**src/pkg/timer_pkg.sv**
```systemverilog
// package: register map, field layout and modes of the 16-bit timer block
`default_nettype none
package timer_pkg;
   localparam logic [15:0] ADDR_MODE_CTRL = 16'hFF60;
   localparam logic [15:0] ADDR_CMP_FIRST = 16'hFF64;
   localparam logic [15:0] ADDR_CMP_SECOND = 16'hFF68;
   localparam logic [15:0] ADDR_COUNTER   = 16'hFF6C;
   localparam logic [15:0] ADDR_CC_CTRL   = 16'hFF70;
   localparam logic [15:0] ADDR_PRESCALER = 16'hFF74;
   localparam logic [15:0] ADDR_IRQ_STAT  = 16'hFF78;
   localparam logic [15:0] ADDR_IRQ_MASK  = 16'hFF7C;
   // timer_mode_control fields
   localparam int BIT_OVERFLOW   = 0;
   localparam int BIT_OUT_TIMING = 1;
   localparam int BIT_OP_LO      = 2;
   localparam int BIT_OP_HI      = 3;
   // capture_compare_control and prescaler_mode fields
   localparam int BIT_SECOND_SEL = 2;
   localparam int BIT_EDGE_LO    = 4;
   localparam int BIT_EDGE_HI    = 5;
   localparam int BIT_CLK_LO     = 0;
   localparam int BIT_CLK_HI     = 1;
   // interrupt status bits
   localparam int IRQ_MATCH_FIRST  = 0;
   localparam int IRQ_MATCH_SECOND = 1;
   localparam int IRQ_OVERFLOW     = 2;
   localparam int IRQ_BITS         = 3;
   localparam logic [7:0] RST_BYTE = 8'h00;
   localparam logic [IRQ_BITS-1:0] RST_IRQ = 3'h0;
   localparam logic [15:0] COUNT_ALL_ONES = 16'hFFFF;
   // count clock dividers: tick when the divider low bits are all ones
   localparam logic [5:0] DIV_MASK_2  = 6'h01;
   localparam logic [5:0] DIV_MASK_8  = 6'h07;
   localparam logic [5:0] DIV_MASK_64 = 6'h3F;
   typedef enum logic [3:0] {
      MODE_STOP      = 4'b0001,
      MODE_FREE      = 4'b0010,
      MODE_CLR_EDGE  = 4'b0100,
      MODE_CLR_MATCH = 4'b1000
   } mode_t;
   function automatic mode_t mode_decode(input logic [1:0] op);
      case (op)
         2'b01:   mode_decode = MODE_FREE;
         2'b10:   mode_decode = MODE_CLR_EDGE;
         2'b11:   mode_decode = MODE_CLR_MATCH;
         default: mode_decode = MODE_STOP;
      endcase
   endfunction : mode_decode
endpackage : timer_pkg
`default_nettype wire

```
**src/pkg/timer_link_if.sv**
```systemverilog
// interface: configuration and events between timer control, counter and edge detector
`timescale 1ns/1ps
`default_nettype none
interface timer_link_if;
   logic [1:0]  op_mode;
   logic [1:0]  edge_sel;
   logic        count_tick;
   logic        second_is_capture;
   logic [15:0] cmp_first;
   logic [15:0] cmp_second;
   logic        valid_edge;
   logic [15:0] count;
   logic        match_first;
   logic        match_second;
   logic        wrap;
   modport ctrl (output op_mode, edge_sel, count_tick, second_is_capture, cmp_first,
                 cmp_second, input valid_edge, count, match_first, match_second, wrap);
   modport core (input op_mode, count_tick, second_is_capture, cmp_first, cmp_second,
                 valid_edge, output count, match_first, match_second, wrap);
   modport edge_det (input edge_sel, output valid_edge);
endinterface : timer_link_if
`default_nettype wire

```
**src/core/input_edge_detect.sv**
```systemverilog
// valid edge detector for the first timer input pin
`timescale 1ns/1ps
`default_nettype none
module input_edge_detect
   import timer_pkg::*;
(
   // clock and reset
   input  wire logic pclk,
   input  wire logic presetn,
   // pin and link
   input  wire logic timer_input_first,
   timer_link_if.edge_det lnk
);
   logic prev_q;
   logic prev_d;
   logic rise;
   logic fall;
   always_comb begin
      prev_d = timer_input_first;
      rise   = timer_input_first & ~prev_q;
      fall   = ~timer_input_first & prev_q;
      case (lnk.edge_sel)
         2'b00:   lnk.valid_edge = fall;
         2'b01:   lnk.valid_edge = rise;
         2'b11:   lnk.valid_edge = rise | fall;
         default: lnk.valid_edge = 1'b0;
      endcase
   end
   always_ff @(posedge pclk or negedge presetn) begin
      if (!presetn) begin
         prev_q <= 1'b0;
      end else begin
         prev_q <= prev_d;
      end
   end
endmodule : input_edge_detect
`default_nettype wire

```
**src/core/count_core.sv**
```systemverilog
// 16-bit up counter with clear modes and compare matches
`timescale 1ns/1ps
`default_nettype none
module count_core
   import timer_pkg::*;
(
   // clock and reset
   input  wire logic pclk,
   input  wire logic presetn,
   // link
   timer_link_if.core lnk
);
   mode_t       mode;
   logic [15:0] cnt_q;
   logic [15:0] cnt_d;
   logic        adv_q;
   logic        adv_d;
   logic        wrap_q;
   logic        wrap_d;
   logic        run;
   always_comb begin
      mode   = mode_decode(lnk.op_mode);
      run    = (mode != MODE_STOP);
      cnt_d  = cnt_q;
      adv_d  = 1'b0;
      wrap_d = 1'b0;
      case (mode)
         MODE_STOP: begin
            cnt_d = 16'h0000;
         end
         MODE_CLR_EDGE: begin
            if (lnk.valid_edge) begin
               cnt_d = 16'h0000;
            end else if (lnk.count_tick) begin
               cnt_d  = cnt_q + 16'h0001;
               adv_d  = 1'b1;
               wrap_d = (cnt_q == COUNT_ALL_ONES);
            end
         end
         MODE_CLR_MATCH: begin
            if (lnk.count_tick) begin
               if (cnt_q == lnk.cmp_first) begin
                  cnt_d = 16'h0000;
               end else begin
                  cnt_d = cnt_q + 16'h0001;
                  adv_d = 1'b1;
               end
               wrap_d = (cnt_q == COUNT_ALL_ONES);
            end
         end
         default: begin
            if (lnk.count_tick) begin
               cnt_d  = cnt_q + 16'h0001;
               adv_d  = 1'b1;
               wrap_d = (cnt_q == COUNT_ALL_ONES);
            end
         end
      endcase
      // matches only after an increment, so a zero compare fires after the wrap
      lnk.match_first  = run & adv_q & (cnt_q == lnk.cmp_first);
      lnk.match_second = run & adv_q & ~lnk.second_is_capture
                         & (cnt_q == lnk.cmp_second);
      lnk.count = cnt_q;
      lnk.wrap  = wrap_q;
   end
   always_ff @(posedge pclk or negedge presetn) begin
      if (!presetn) begin
         cnt_q  <= 16'h0000;
         adv_q  <= 1'b0;
         wrap_q <= 1'b0;
      end else begin
         cnt_q  <= cnt_d;
         adv_q  <= adv_d;
         wrap_q <= wrap_d;
      end
   end
endmodule : count_core
`default_nettype wire

```
**src/core/timer_mode_and_capture_ctrl.sv**
```systemverilog
// top: apb registers, capture, output toggle and interrupts of the 16-bit timer
//
// Function
// - capture mode: while running, load second register with counter on valid first-input edge.
// - second register written only as one 16-bit access; not cleared by reset.
// - zero compare in free-run or edge-clear mode matches right after wrap.
// - mode control resets to zero and accepts bit and byte writes.
// - counter runs whenever the operating-mode field is not 00.
// - mode 00 stops and clears counter; output kept, no interrupt.
// - mode 01 free-runs; output toggles on matches, plus edges if timing bit.
// - running: first match interrupt from first compare, second from second.
// - mode 10 clears and restarts counter on each valid first-input edge.
// - mode 11 clears and restarts on first compare match; toggles as before.
// - overflow flag set when counter rolls from all ones to zero.
// - edge select: 00 falling, 01 rising, 11 both, 10 none.
// - compare mode: second register compared continuously, match raises interrupt.
// - select bit: 0 makes second register compare, 1 capture; resets 0.
`timescale 1ns/1ps
`default_nettype none
module timer_mode_and_capture_ctrl
   import timer_pkg::*;
(
   // clock and reset
   input  wire logic        pclk,
   input  wire logic        presetn,
   // apb slave
   input  wire logic        psel,
   input  wire logic        penable,
   input  wire logic        pwrite,
   input  wire logic [15:0] paddr,
   input  wire logic [31:0] pwdata,
   input  wire logic [3:0]  pstrb,
   output logic             pready,
   output logic [31:0]      prdata,
   output logic             pslverr,
   // timer pins
   input  wire logic        timer_input_first,
   output logic             timer_output_pin,
   // interrupts
   output logic             match_irq_first,
   output logic             match_irq_second,
   output logic             irq
);
   timer_link_if lnk ();

   // register state
   logic [3:1]          mode_q;
   logic [3:1]          mode_d;
   logic                ovf_q;
   logic                ovf_d;
   logic                sel_second_q;
   logic                sel_second_d;
   logic [1:0]          edge_sel_q;
   logic [1:0]          edge_sel_d;
   logic [1:0]          clk_sel_q;
   logic [1:0]          clk_sel_d;
   logic [15:0]         cmp_first_q;
   logic [15:0]         cmp_first_d;
   logic [15:0]         cmp_second_q;
   logic [15:0]         cmp_second_d;
   logic [IRQ_BITS-1:0] stat_q;
   logic [IRQ_BITS-1:0] stat_d;
   logic [IRQ_BITS-1:0] mask_q;
   logic [IRQ_BITS-1:0] mask_d;
   // bus answer state
   logic                pready_q;
   logic                pready_d;
   logic [31:0]         prdata_q;
   logic [31:0]         prdata_d;
   logic                pslverr_q;
   logic                pslverr_d;
   // timer side state
   logic [5:0]          div_q;
   logic [5:0]          div_d;
   logic                tout_q;
   logic                tout_d;
   logic                mirq1_q;
   logic                mirq1_d;
   logic                mirq2_q;
   logic                mirq2_d;
   logic                irq_q;
   logic                irq_d;
   // decode
   logic                hit_mode;
   logic                hit_cmp1;
   logic                hit_cmp2;
   logic                hit_cnt;
   logic                hit_ccc;
   logic                hit_pre;
   logic                hit_stat;
   logic                hit_mask;
   logic                mapped;
   logic                wr;
   logic                wr_byte;
   logic                wr_half;
   logic                running;
   logic                toggle;
   logic                capture;
   logic [IRQ_BITS-1:0] events;
   logic [31:0]         rd_val;

   // address decode
   always_comb begin
      hit_mode = 1'b0;
      hit_cmp1 = 1'b0;
      hit_cmp2 = 1'b0;
      hit_cnt  = 1'b0;
      hit_ccc  = 1'b0;
      hit_pre  = 1'b0;
      hit_stat = 1'b0;
      hit_mask = 1'b0;
      if (paddr == ADDR_MODE_CTRL) begin
         hit_mode = 1'b1;
      end else if (paddr == ADDR_CMP_FIRST) begin
         hit_cmp1 = 1'b1;
      end else if (paddr == ADDR_CMP_SECOND) begin
         hit_cmp2 = 1'b1;
      end else if (paddr == ADDR_COUNTER) begin
         hit_cnt = 1'b1;
      end else if (paddr == ADDR_CC_CTRL) begin
         hit_ccc = 1'b1;
      end else if (paddr == ADDR_PRESCALER) begin
         hit_pre = 1'b1;
      end else if (paddr == ADDR_IRQ_STAT) begin
         hit_stat = 1'b1;
      end else if (paddr == ADDR_IRQ_MASK) begin
         hit_mask = 1'b1;
      end
      mapped  = hit_mode | hit_cmp1 | hit_cmp2 | hit_cnt
                | hit_ccc | hit_pre | hit_stat | hit_mask;
      wr      = psel & penable & pready_q & pwrite & mapped;
      wr_byte = wr & pstrb[0];
      wr_half = wr & (pstrb[1:0] == 2'b11);
   end

   // read mux
   always_comb begin
      rd_val = 32'h0000_0000;
      if (hit_mode) begin
         rd_val[BIT_OP_HI:BIT_OUT_TIMING] = mode_q;
         rd_val[BIT_OVERFLOW]             = ovf_q;
      end else if (hit_cmp1) begin
         rd_val[15:0] = cmp_first_q;
      end else if (hit_cmp2) begin
         rd_val[15:0] = cmp_second_q;
      end else if (hit_cnt) begin
         rd_val[15:0] = lnk.count;
      end else if (hit_ccc) begin
         rd_val[BIT_SECOND_SEL] = sel_second_q;
      end else if (hit_pre) begin
         rd_val[BIT_EDGE_HI:BIT_EDGE_LO] = edge_sel_q;
         rd_val[BIT_CLK_HI:BIT_CLK_LO]   = clk_sel_q;
      end else if (hit_stat) begin
         rd_val[IRQ_BITS-1:0] = stat_q;
      end else if (hit_mask) begin
         rd_val[IRQ_BITS-1:0] = mask_q;
      end
   end

   // apb answer: one wait state, error on unmapped address
   always_comb begin
      pready_d  = psel & penable & ~pready_q;
      prdata_d  = pready_d ? rd_val : 32'h0000_0000;
      pslverr_d = pready_d & ~mapped;
   end

   always_ff @(posedge pclk or negedge presetn) begin
      if (!presetn) begin
         pready_q  <= 1'b0;
         prdata_q  <= 32'h0000_0000;
         pslverr_q <= 1'b0;
      end else begin
         pready_q  <= pready_d;
         prdata_q  <= prdata_d;
         pslverr_q <= pslverr_d;
      end
   end

   // control registers
   always_comb begin
      mode_d       = mode_q;
      sel_second_d = sel_second_q;
      edge_sel_d   = edge_sel_q;
      clk_sel_d    = clk_sel_q;
      mask_d       = mask_q;
      if (wr_byte && hit_mode) begin
         mode_d = pwdata[BIT_OP_HI:BIT_OUT_TIMING];
      end
      if (wr_byte && hit_ccc) begin
         sel_second_d = pwdata[BIT_SECOND_SEL];
      end
      if (wr_byte && hit_pre) begin
         edge_sel_d = pwdata[BIT_EDGE_HI:BIT_EDGE_LO];
         clk_sel_d  = pwdata[BIT_CLK_HI:BIT_CLK_LO];
      end
      if (wr_byte && hit_mask) begin
         mask_d = pwdata[IRQ_BITS-1:0];
      end
      // hardware set wins; writing one keeps the flag, writing zero clears it
      ovf_d = lnk.wrap | ovf_q;
      if (wr_byte && hit_mode && !lnk.wrap) begin
         ovf_d = ovf_q & pwdata[BIT_OVERFLOW];
      end
   end

   always_ff @(posedge pclk or negedge presetn) begin
      if (!presetn) begin
         mode_d_reset : begin
            mode_q       <= RST_BYTE[BIT_OP_HI:BIT_OUT_TIMING];
            ovf_q        <= RST_BYTE[BIT_OVERFLOW];
            sel_second_q <= RST_BYTE[BIT_SECOND_SEL];
            edge_sel_q   <= RST_BYTE[BIT_EDGE_HI:BIT_EDGE_LO];
            clk_sel_q    <= RST_BYTE[BIT_CLK_HI:BIT_CLK_LO];
            mask_q       <= RST_IRQ;
         end
      end else begin
         mode_q       <= mode_d;
         ovf_q        <= ovf_d;
         sel_second_q <= sel_second_d;
         edge_sel_q   <= edge_sel_d;
         clk_sel_q    <= clk_sel_d;
         mask_q       <= mask_d;
      end
   end

   // compare / capture data: no reset, contents undefined after reset
   always_comb begin
      running      = (lnk.op_mode != 2'b00);
      capture      = running & sel_second_q & lnk.valid_edge;
      cmp_first_d  = cmp_first_q;
      cmp_second_d = cmp_second_q;
      if (wr_half && hit_cmp1) begin
         cmp_first_d = pwdata[15:0];
      end
      if (capture) begin
         cmp_second_d = lnk.count;
      end else if (wr_half && hit_cmp2) begin
         cmp_second_d = pwdata[15:0];
      end
   end

   always_ff @(posedge pclk) begin
      cmp_first_q  <= cmp_first_d;
      cmp_second_q <= cmp_second_d;
   end

   // count clock, output toggle and interrupts
   always_comb begin
      div_d = div_q + 6'h01;
      case (clk_sel_q)
         2'b00:   lnk.count_tick = ((div_q & DIV_MASK_2) == DIV_MASK_2);
         2'b01:   lnk.count_tick = ((div_q & DIV_MASK_8) == DIV_MASK_8);
         2'b10:   lnk.count_tick = ((div_q & DIV_MASK_64) == DIV_MASK_64);
         default: lnk.count_tick = lnk.valid_edge;
      endcase
      lnk.op_mode           = mode_q[BIT_OP_HI:BIT_OP_LO];
      lnk.edge_sel          = edge_sel_q;
      lnk.second_is_capture = sel_second_q;
      lnk.cmp_first         = cmp_first_q;
      lnk.cmp_second        = cmp_second_q;
      toggle = running & (lnk.match_first | lnk.match_second
               | (mode_q[BIT_OUT_TIMING] & lnk.valid_edge));
      tout_d = tout_q ^ toggle;
      events                   = '0;
      events[IRQ_MATCH_FIRST]  = lnk.match_first;
      events[IRQ_MATCH_SECOND] = lnk.match_second;
      events[IRQ_OVERFLOW]     = lnk.wrap;
      stat_d = stat_q;
      if (wr_byte && hit_stat) begin
         stat_d = stat_q & ~pwdata[IRQ_BITS-1:0];
      end
      stat_d  = stat_d | events;
      mirq1_d = lnk.match_first;
      mirq2_d = lnk.match_second;
      irq_d   = |(stat_d & mask_q);
   end

   always_ff @(posedge pclk or negedge presetn) begin
      if (!presetn) begin
         div_q   <= 6'h00;
         tout_q  <= 1'b0;
         stat_q  <= RST_IRQ;
         mirq1_q <= 1'b0;
         mirq2_q <= 1'b0;
         irq_q   <= 1'b0;
      end else begin
         div_q   <= div_d;
         tout_q  <= tout_d;
         stat_q  <= stat_d;
         mirq1_q <= mirq1_d;
         mirq2_q <= mirq2_d;
         irq_q   <= irq_d;
      end
   end

   input_edge_detect u_edge (
      .pclk              (pclk),
      .presetn           (presetn),
      .timer_input_first (timer_input_first),
      .lnk               (lnk)
   );

   count_core u_core (
      .pclk    (pclk),
      .presetn (presetn),
      .lnk     (lnk)
   );

   assign pready           = pready_q;
   assign prdata           = prdata_q;
   assign pslverr          = pslverr_q;
   assign timer_output_pin = tout_q;
   assign match_irq_first  = mirq1_q;
   assign match_irq_second = mirq2_q;
   assign irq              = irq_q;
endmodule : timer_mode_and_capture_ctrl
`default_nettype wire

```
**config.mk**
```make
export PLATFORM = sky130hd
export DESIGN_NAME = timer_mode_and_capture_ctrl
export DESIGN_NICKNAME = d
export VERILOG_FILES = /design/src/pkg/timer_pkg.sv /design/src/pkg/timer_link_if.sv /design/src/core/input_edge_detect.sv /design/src/core/count_core.sv /design/src/core/timer_mode_and_capture_ctrl.sv
export SDC_FILE = /design/constraint.sdc
export NUM_CORES = 1
export LEC_CHECK = 0
export BUFFER_PORTS_ARGS = -buffer_cell sky130_fd_sc_hd__buf_2
export CORE_ASPECT_RATIO = 0.7
export CORE_MARGIN = 1.5
export CORE_UTILIZATION = 56
export CTS_CLUSTER_DIAMETER = 100
export CTS_CLUSTER_SIZE = 8
export DETAILED_ROUTE_END_ITERATION = 10
export PLACE_DENSITY_LB_ADDON = 0.25
export SYNTH_ARGS = -nofsm -noshare
export SYNTH_HDL_FRONTEND = slang
export SYNTH_HIERARCHICAL = 1
export SYNTH_SLANG_ARGS = --single-unit
```
**constraint.sdc**
```tcl
create_clock -name pclk -period 2.7 [get_ports pclk]
set_input_delay 0.135 -clock pclk [delete_from_list [all_inputs] [get_ports pclk]]
set_output_delay 0.135 -clock pclk [all_outputs]
set_load 0.02 [all_outputs]
```
==> results of run 1 <==
==> metal layers <==
metal  vias to the layer above  part of all wire, %
li1                       1721                    -
met1                      1855                   44
met2                       248                   44
met3                        23                   11
met4                         0                  1.8
met5                         -                    0
==> synthesized netlist by cell type, drive strengths merged (9+ instances only) <==
cell and n:
a222oi 13, a21oi 9, mux2 34, o21ai 9
a211oi 15, nand3 11, inv 9, nor2 28
buf 31, xnor2 42, nand2 20, nand4 17
dfrtp 62, edfxtp 32, clkbuf 14
==> stage by stage <==
stage | worst slack, ps | hold WS, ps | instance area, µm² | util (%)
2_1_floorplan | 36.3 | -161 | 5080 | -
3_3_place_gp | 386 | 152 | 5420 | 63.1
3_5_place_dp | 354 | 171 | 5420 | 63.1
4_1_cts | 243 | 5.40 | 5850 | 68.2
5_1_grt | 30.6 | 4.18 | 5900 | 68.7
6_report | 210 | 9.25 | 5900 | 68.7
==> layout make-up <==
type | instances | area, µm² | share of cell area, %
inverters | 9 | 33.8 | 0.573
well taps | 120 | 150 | 2.55
multi-input cells | 295 | 2250 | 38.1
repair buffers | 102 | 646 | 11.0
clock buffers | 9 | 225 | 3.82
clock inverters | 7 | 80.1 | 1.36
flip-flops and latches | 94 | 2510 | 42.6
==> worst register-to-register path: cells and delay by family, from the launching register on <==
family | cells | cell delay, ps
DFF | 1 | 340
and+or+nand+nor | 2 | 490
muxes | 2 | 760
buffers and inverters | 2 | 250
AOI/OAI and AO/OA | 2 | 310
adders and majority gates | 1 | 170
==> cell families (layout without fill, tap and decap cells) <==
group	after synthesis	in the layout	share of synthesized area (%)
other	1	16	0.0747
and+or+nand+nor	117	117	14.0
DFF	94	94	50.0
muxes	39	39	8.87
AOI/OAI and AO/OA	68	68	9.95
buffers and inverters	54	127	6.48
xor gates and xnor gates	50	50	9.32
adders and majority gates	5	5	1.25
==> final timing paths <==
check | end | slack (ps) | depth (start not counted) | from
worst max-delay path | u_core/lnk.count[7] | 210 | 11 | timer_input_first
worst min-delay path | cmp_first_q[4] | 9 | 1 | pwdata[4]
worst max register to register | u_core/lnk.count[7] | 300 | 9 | u_edge/prev_q
worst min register to register | timer_output_pin | 470 | 1 | timer_output_pin
max in group asynchronous | u_core/lnk.count[0] | 1470 | 3 | presetn
min in group asynchronous | prdata[15] | 320 | 2 | presetn
==> power by group <==
group          leakage (nW)  total, mW  internal [mW]  switching (mW)
Sequential             1.13       1.48           1.48         0.00103
Clock                 0.143       1.30          0.727           0.569
Combinational          1.23      0.151         0.0569          0.0939
==> state kept, by name, summed over array words and instances (netlist names), 2 cells and up <==
name	count
edge_sel_q	2
clk_sel_q	2
cmp_first_q	16
div_q	6
mask_q	3
u_core/lnk.count	16
cmp_second_q	16
stat_q	3
mode_q	3
prdata	16
==> what timing repair did <==
action,CTS,global route
hold buffers,13,0
buffers inserted,0,5
endpoints found under the setup margin,0,3
endpoints found under the hold margin,36,0
resized for setup,0,1
==> flow_summary.ini, run 1 <==
[outcome]
status = finished clean

[logic_synthesis]
synth_edf_count = 32
syn-cell-area_um2 = 5020
ys_types = 54
async_reset_ff_share_pct = 66.0
synth.area.top_cells = dfrtp_1 31%, edfxtp_1 19%, mux2_2 7.6%
syn-instance-count = 428
synth_ff_type = dfrtp_1
syn_avg_cell_area_um2 = 11.7
synth_top_area_share_pct = 30.9
yosysSeqAreaShare_pct = 50.0
yosys_warnings = 6
synth_seq_cells = 94
yosysTopAreaCell = dfrtp_1

[timing]
fin_setup_tns_ps = 0
hold_violations = 0
report.final.slew_viol_count = 0
worstMarginPinSlew_ps = 660
finalSetupViolCount = 0
fmax_ghz = 0.402
fin_crit_ps = 2490
rsz0062_at_grt = no
post-route-period-util_pct = 92.2
fin_skew_ps = 5.85
slew_headroom_pct = 55.7

[clocking]
clock_path_buffers = 2
cts_made_buffers = 9
clk_pin_slew_ps = 70
cts_sinks = 94
clk_latency_ps = 350
htreeDepth = 3
cts_tree = done
cts_root_buf = clkbuf_16

[die]
io_pins = 96
die_area_um2 = 9550
rows = 28
die_w_um = 116
initial_core_util_pct = 58.5
coreArea_um2 = 8580
die_y_um = 82.2

[placement]
numPortBuffers = 61
placedCellCount = 602
finalWeightedCongestion = 0.889
hpwl_um = 8750

[worst_setup_path]
start_kind = input port
critical_path_arrival_ps = 2760
crit_type = in2reg
critPathCaptureType = flop
crit_top_cell = o22ai_1
critPathSlowestCell = mux4_2
cp_top_family = buffers and inverters
worst-path-buf-inv = 4
cpPeakStageDelay_ps = 610
path_cells = dlygate4sd3_1 -> buf_2 -> inv_1 -> ha_1 -> mux2i_1 -> o22ai_1 -> mux4_2 -> buf_4 -> and3_1 -> or3_1 -> o22ai_1
cp_max_fo = 8
cp_data_required_time_ps = 2970

[grt]
grt_antenna_before_repair = 0
grt_use_met1_pct = 39.3
grt_max_degree = 39
grt_pass1_vias = 3582
grt-ovfl-total = 0
grt_use_total_pct = 27.3
use_met2_pct = 40.2
grt_pass1_wl_um = 18900
grt-busiest-layer = met2
globalRouteMet3Util_pct = 7.66

[finish]
antenna_cells = 0
areaGrowthSynthToFinish_pct = 17.4
final_cell_mix = 62 x dfrtp_1, 61 x buf_2, 38 x xnor2_1
n_fill_cell = 627
drive_gt1_share_pct = 30.4
final_cells = 636
nets = 574
final_common_cell = dfrtp_1

[routing]
ant_nets = 0
routed_wl_um = 12300
via_per_inst = 6.05
wire_per_inst_um = 19.4
first_pass_iters = 8
drc = 0
drt_iter0_drc = 484
vias = 3847

[power]
p_leak_nw = 2.51
total_power_mw = 2.92
p_per_area_nw_per_um2 = 496
vdd_ir_drop_max_mv = 0.328

[run]
maxCapViolCount = 0

[hold_path]
hp-class = in2reg
Note: power is estimated with default switching activity, not from simulation.
==> inputs of run 2 (changes only) <==
- CORE_UTILIZATION: 56 -> 60
- clock period: 2.7 -> 3.17 ns (I/O delays scaled with it)
==> flow_summary.ini, run 2 (synthesized netlist as in run 1, its figures left out) <==
[outcome]
status = finished, violations left
violations = design-rule violations

[die]
initial_core_util_pct = 63.0
die_w_um = 112
rows = 27
io_pins = 96
coreArea_um2 = 7970
die_y_um = 79.5
die_area_um2 = 8930

[timing]
setup_ws_ps = 423
hold_slack_ps = 13.1
hold_violations = 0
report.final.slew_viol_count = 0
fmax_ghz = 0.364
fin_crit_ps = 2750
fin_skew_ps = 7.41
finalSetupViolCount = 0
slew_headroom_pct = 42.1
worstMarginPinSlew_ps = 864
post-route-period-util_pct = 86.6
fin_setup_tns_ps = 0
rsz0062_at_grt = no

[routing]
via_per_inst = 6.17
drc = 8
vias = 3638
ant_nets = 0
first_pass_iters = 11
wire_per_inst_um = 19.5
routed_wl_um = 11500
drt_iter0_drc = 388

[finish]
final_util_pct = 70.4
final_cell_mix = 62 x dfrtp_1, 61 x buf_2, 38 x xnor2_1
drive_gt1_share_pct = 28.0
final_cells = 590
areaGrowthSynthToFinish_pct = 11.8
n_fill_cell = 568
design_area_um2 = 5610
antenna_cells = 0
nets = 547
final_common_cell = dfrtp_1

[clocking]
cts_resized = 0
htreeDepth = 3
cts_made_buffers = 9
cts_root_buf = clkbuf_16
post_cts_buffers = 0
clk_pin_slew_ps = 60
cts_sinks = 94
clock_path_buffers = 2
cts_tree = done
clk_latency_ps = 340

[power]
total_power_mw = 2.39
vdd_ir_drop_max_mv = 0.267
p_leak_nw = 2.37
p_per_area_nw_per_um2 = 426

[grt]
grt_pass1_vias = 3438
grt-ovfl-total = 0
grt_use_total_pct = 27.2
grt_antenna_before_repair = 0
grt_max_degree = 35
grt_pass1_wl_um = 18300

[worst_setup_path]
reg2reg_slack_ps = 560
cp_max_fo = 16
critPathCaptureType = flop
critical_path_arrival_ps = 3000
cp_data_required_time_ps = 3420
crit_type = in2reg
start_kind = input port

[placement]
post_dp_cell_area_um2 = 5300
finalWeightedCongestion = 0.882
place_ws_ps = 581
hpwl_um = 8030
placedCellCount = 571
numPortBuffers = 61

[hold_path]
hp-class = in2reg

[run]
maxCapViolCount = 0
## run 2: final timing paths
path,cells past startpoint,endpoint,startpoint
max in group asynchronous,3,u_core/adv_q,presetn
worst max register to register,8,u_core/lnk.count[7],u_edge/prev_q
worst max-delay path,10,u_core/lnk.count[7],timer_input_first
worst min register to register,1,timer_output_pin,timer_output_pin
min in group asynchronous,2,prdata[15],presetn
worst min-delay path,1,cmp_first_q[14],pwdata[14]
## run 2: timing repair
| action | in CTS | in global routing |
|---|---|---|
| setup endpoints to repair | 0 | 0 |
| endpoints found under the hold margin | 29 | 1 |
| hold buffers | 2 | 1 |
## run 2: report_power, final
group / internal (mW) / switching, mW
Sequential: 1.26 / 0.000824
Combinational: 0.0405 / 0.0785
Clock: 0.559 / 0.452
Total: 1.86 / 0.531
## run 2: routing by layer
metal	GRT usage, %	share of wire, %	vias up	routed length [µm]
li1	-	-	1660	-
met5	0	0	-	0
met1	40.4	44	1743	5080
met4	5.95	0.83	0	95
met2	40.4	44	223	5040
met3	6.91	11	12	1290
## run 2: layout make-up
cell class	instances	area, µm²	share of cell area, %
Sequential cell	94	2510	44.8
Multi-Input combinational cell	295	2240	40.0
Timing Repair Buffer	75	418	7.45
Clock buffer	12	246	4.39
Tap cell	101	126	2.25
Inverter	9	33.8	0.602
Clock inverter	4	31.3	0.557
## run 2: worst max-delay path, stage by stage
cell and delay [ps]:
dlygate4sd3_1 520, buf_2 130, inv_1 40, ha_1 180
mux2i_1 120, o22ai_1 170, mux4_2 680, and3_1 400
or3_1 430, o22ai_1 170
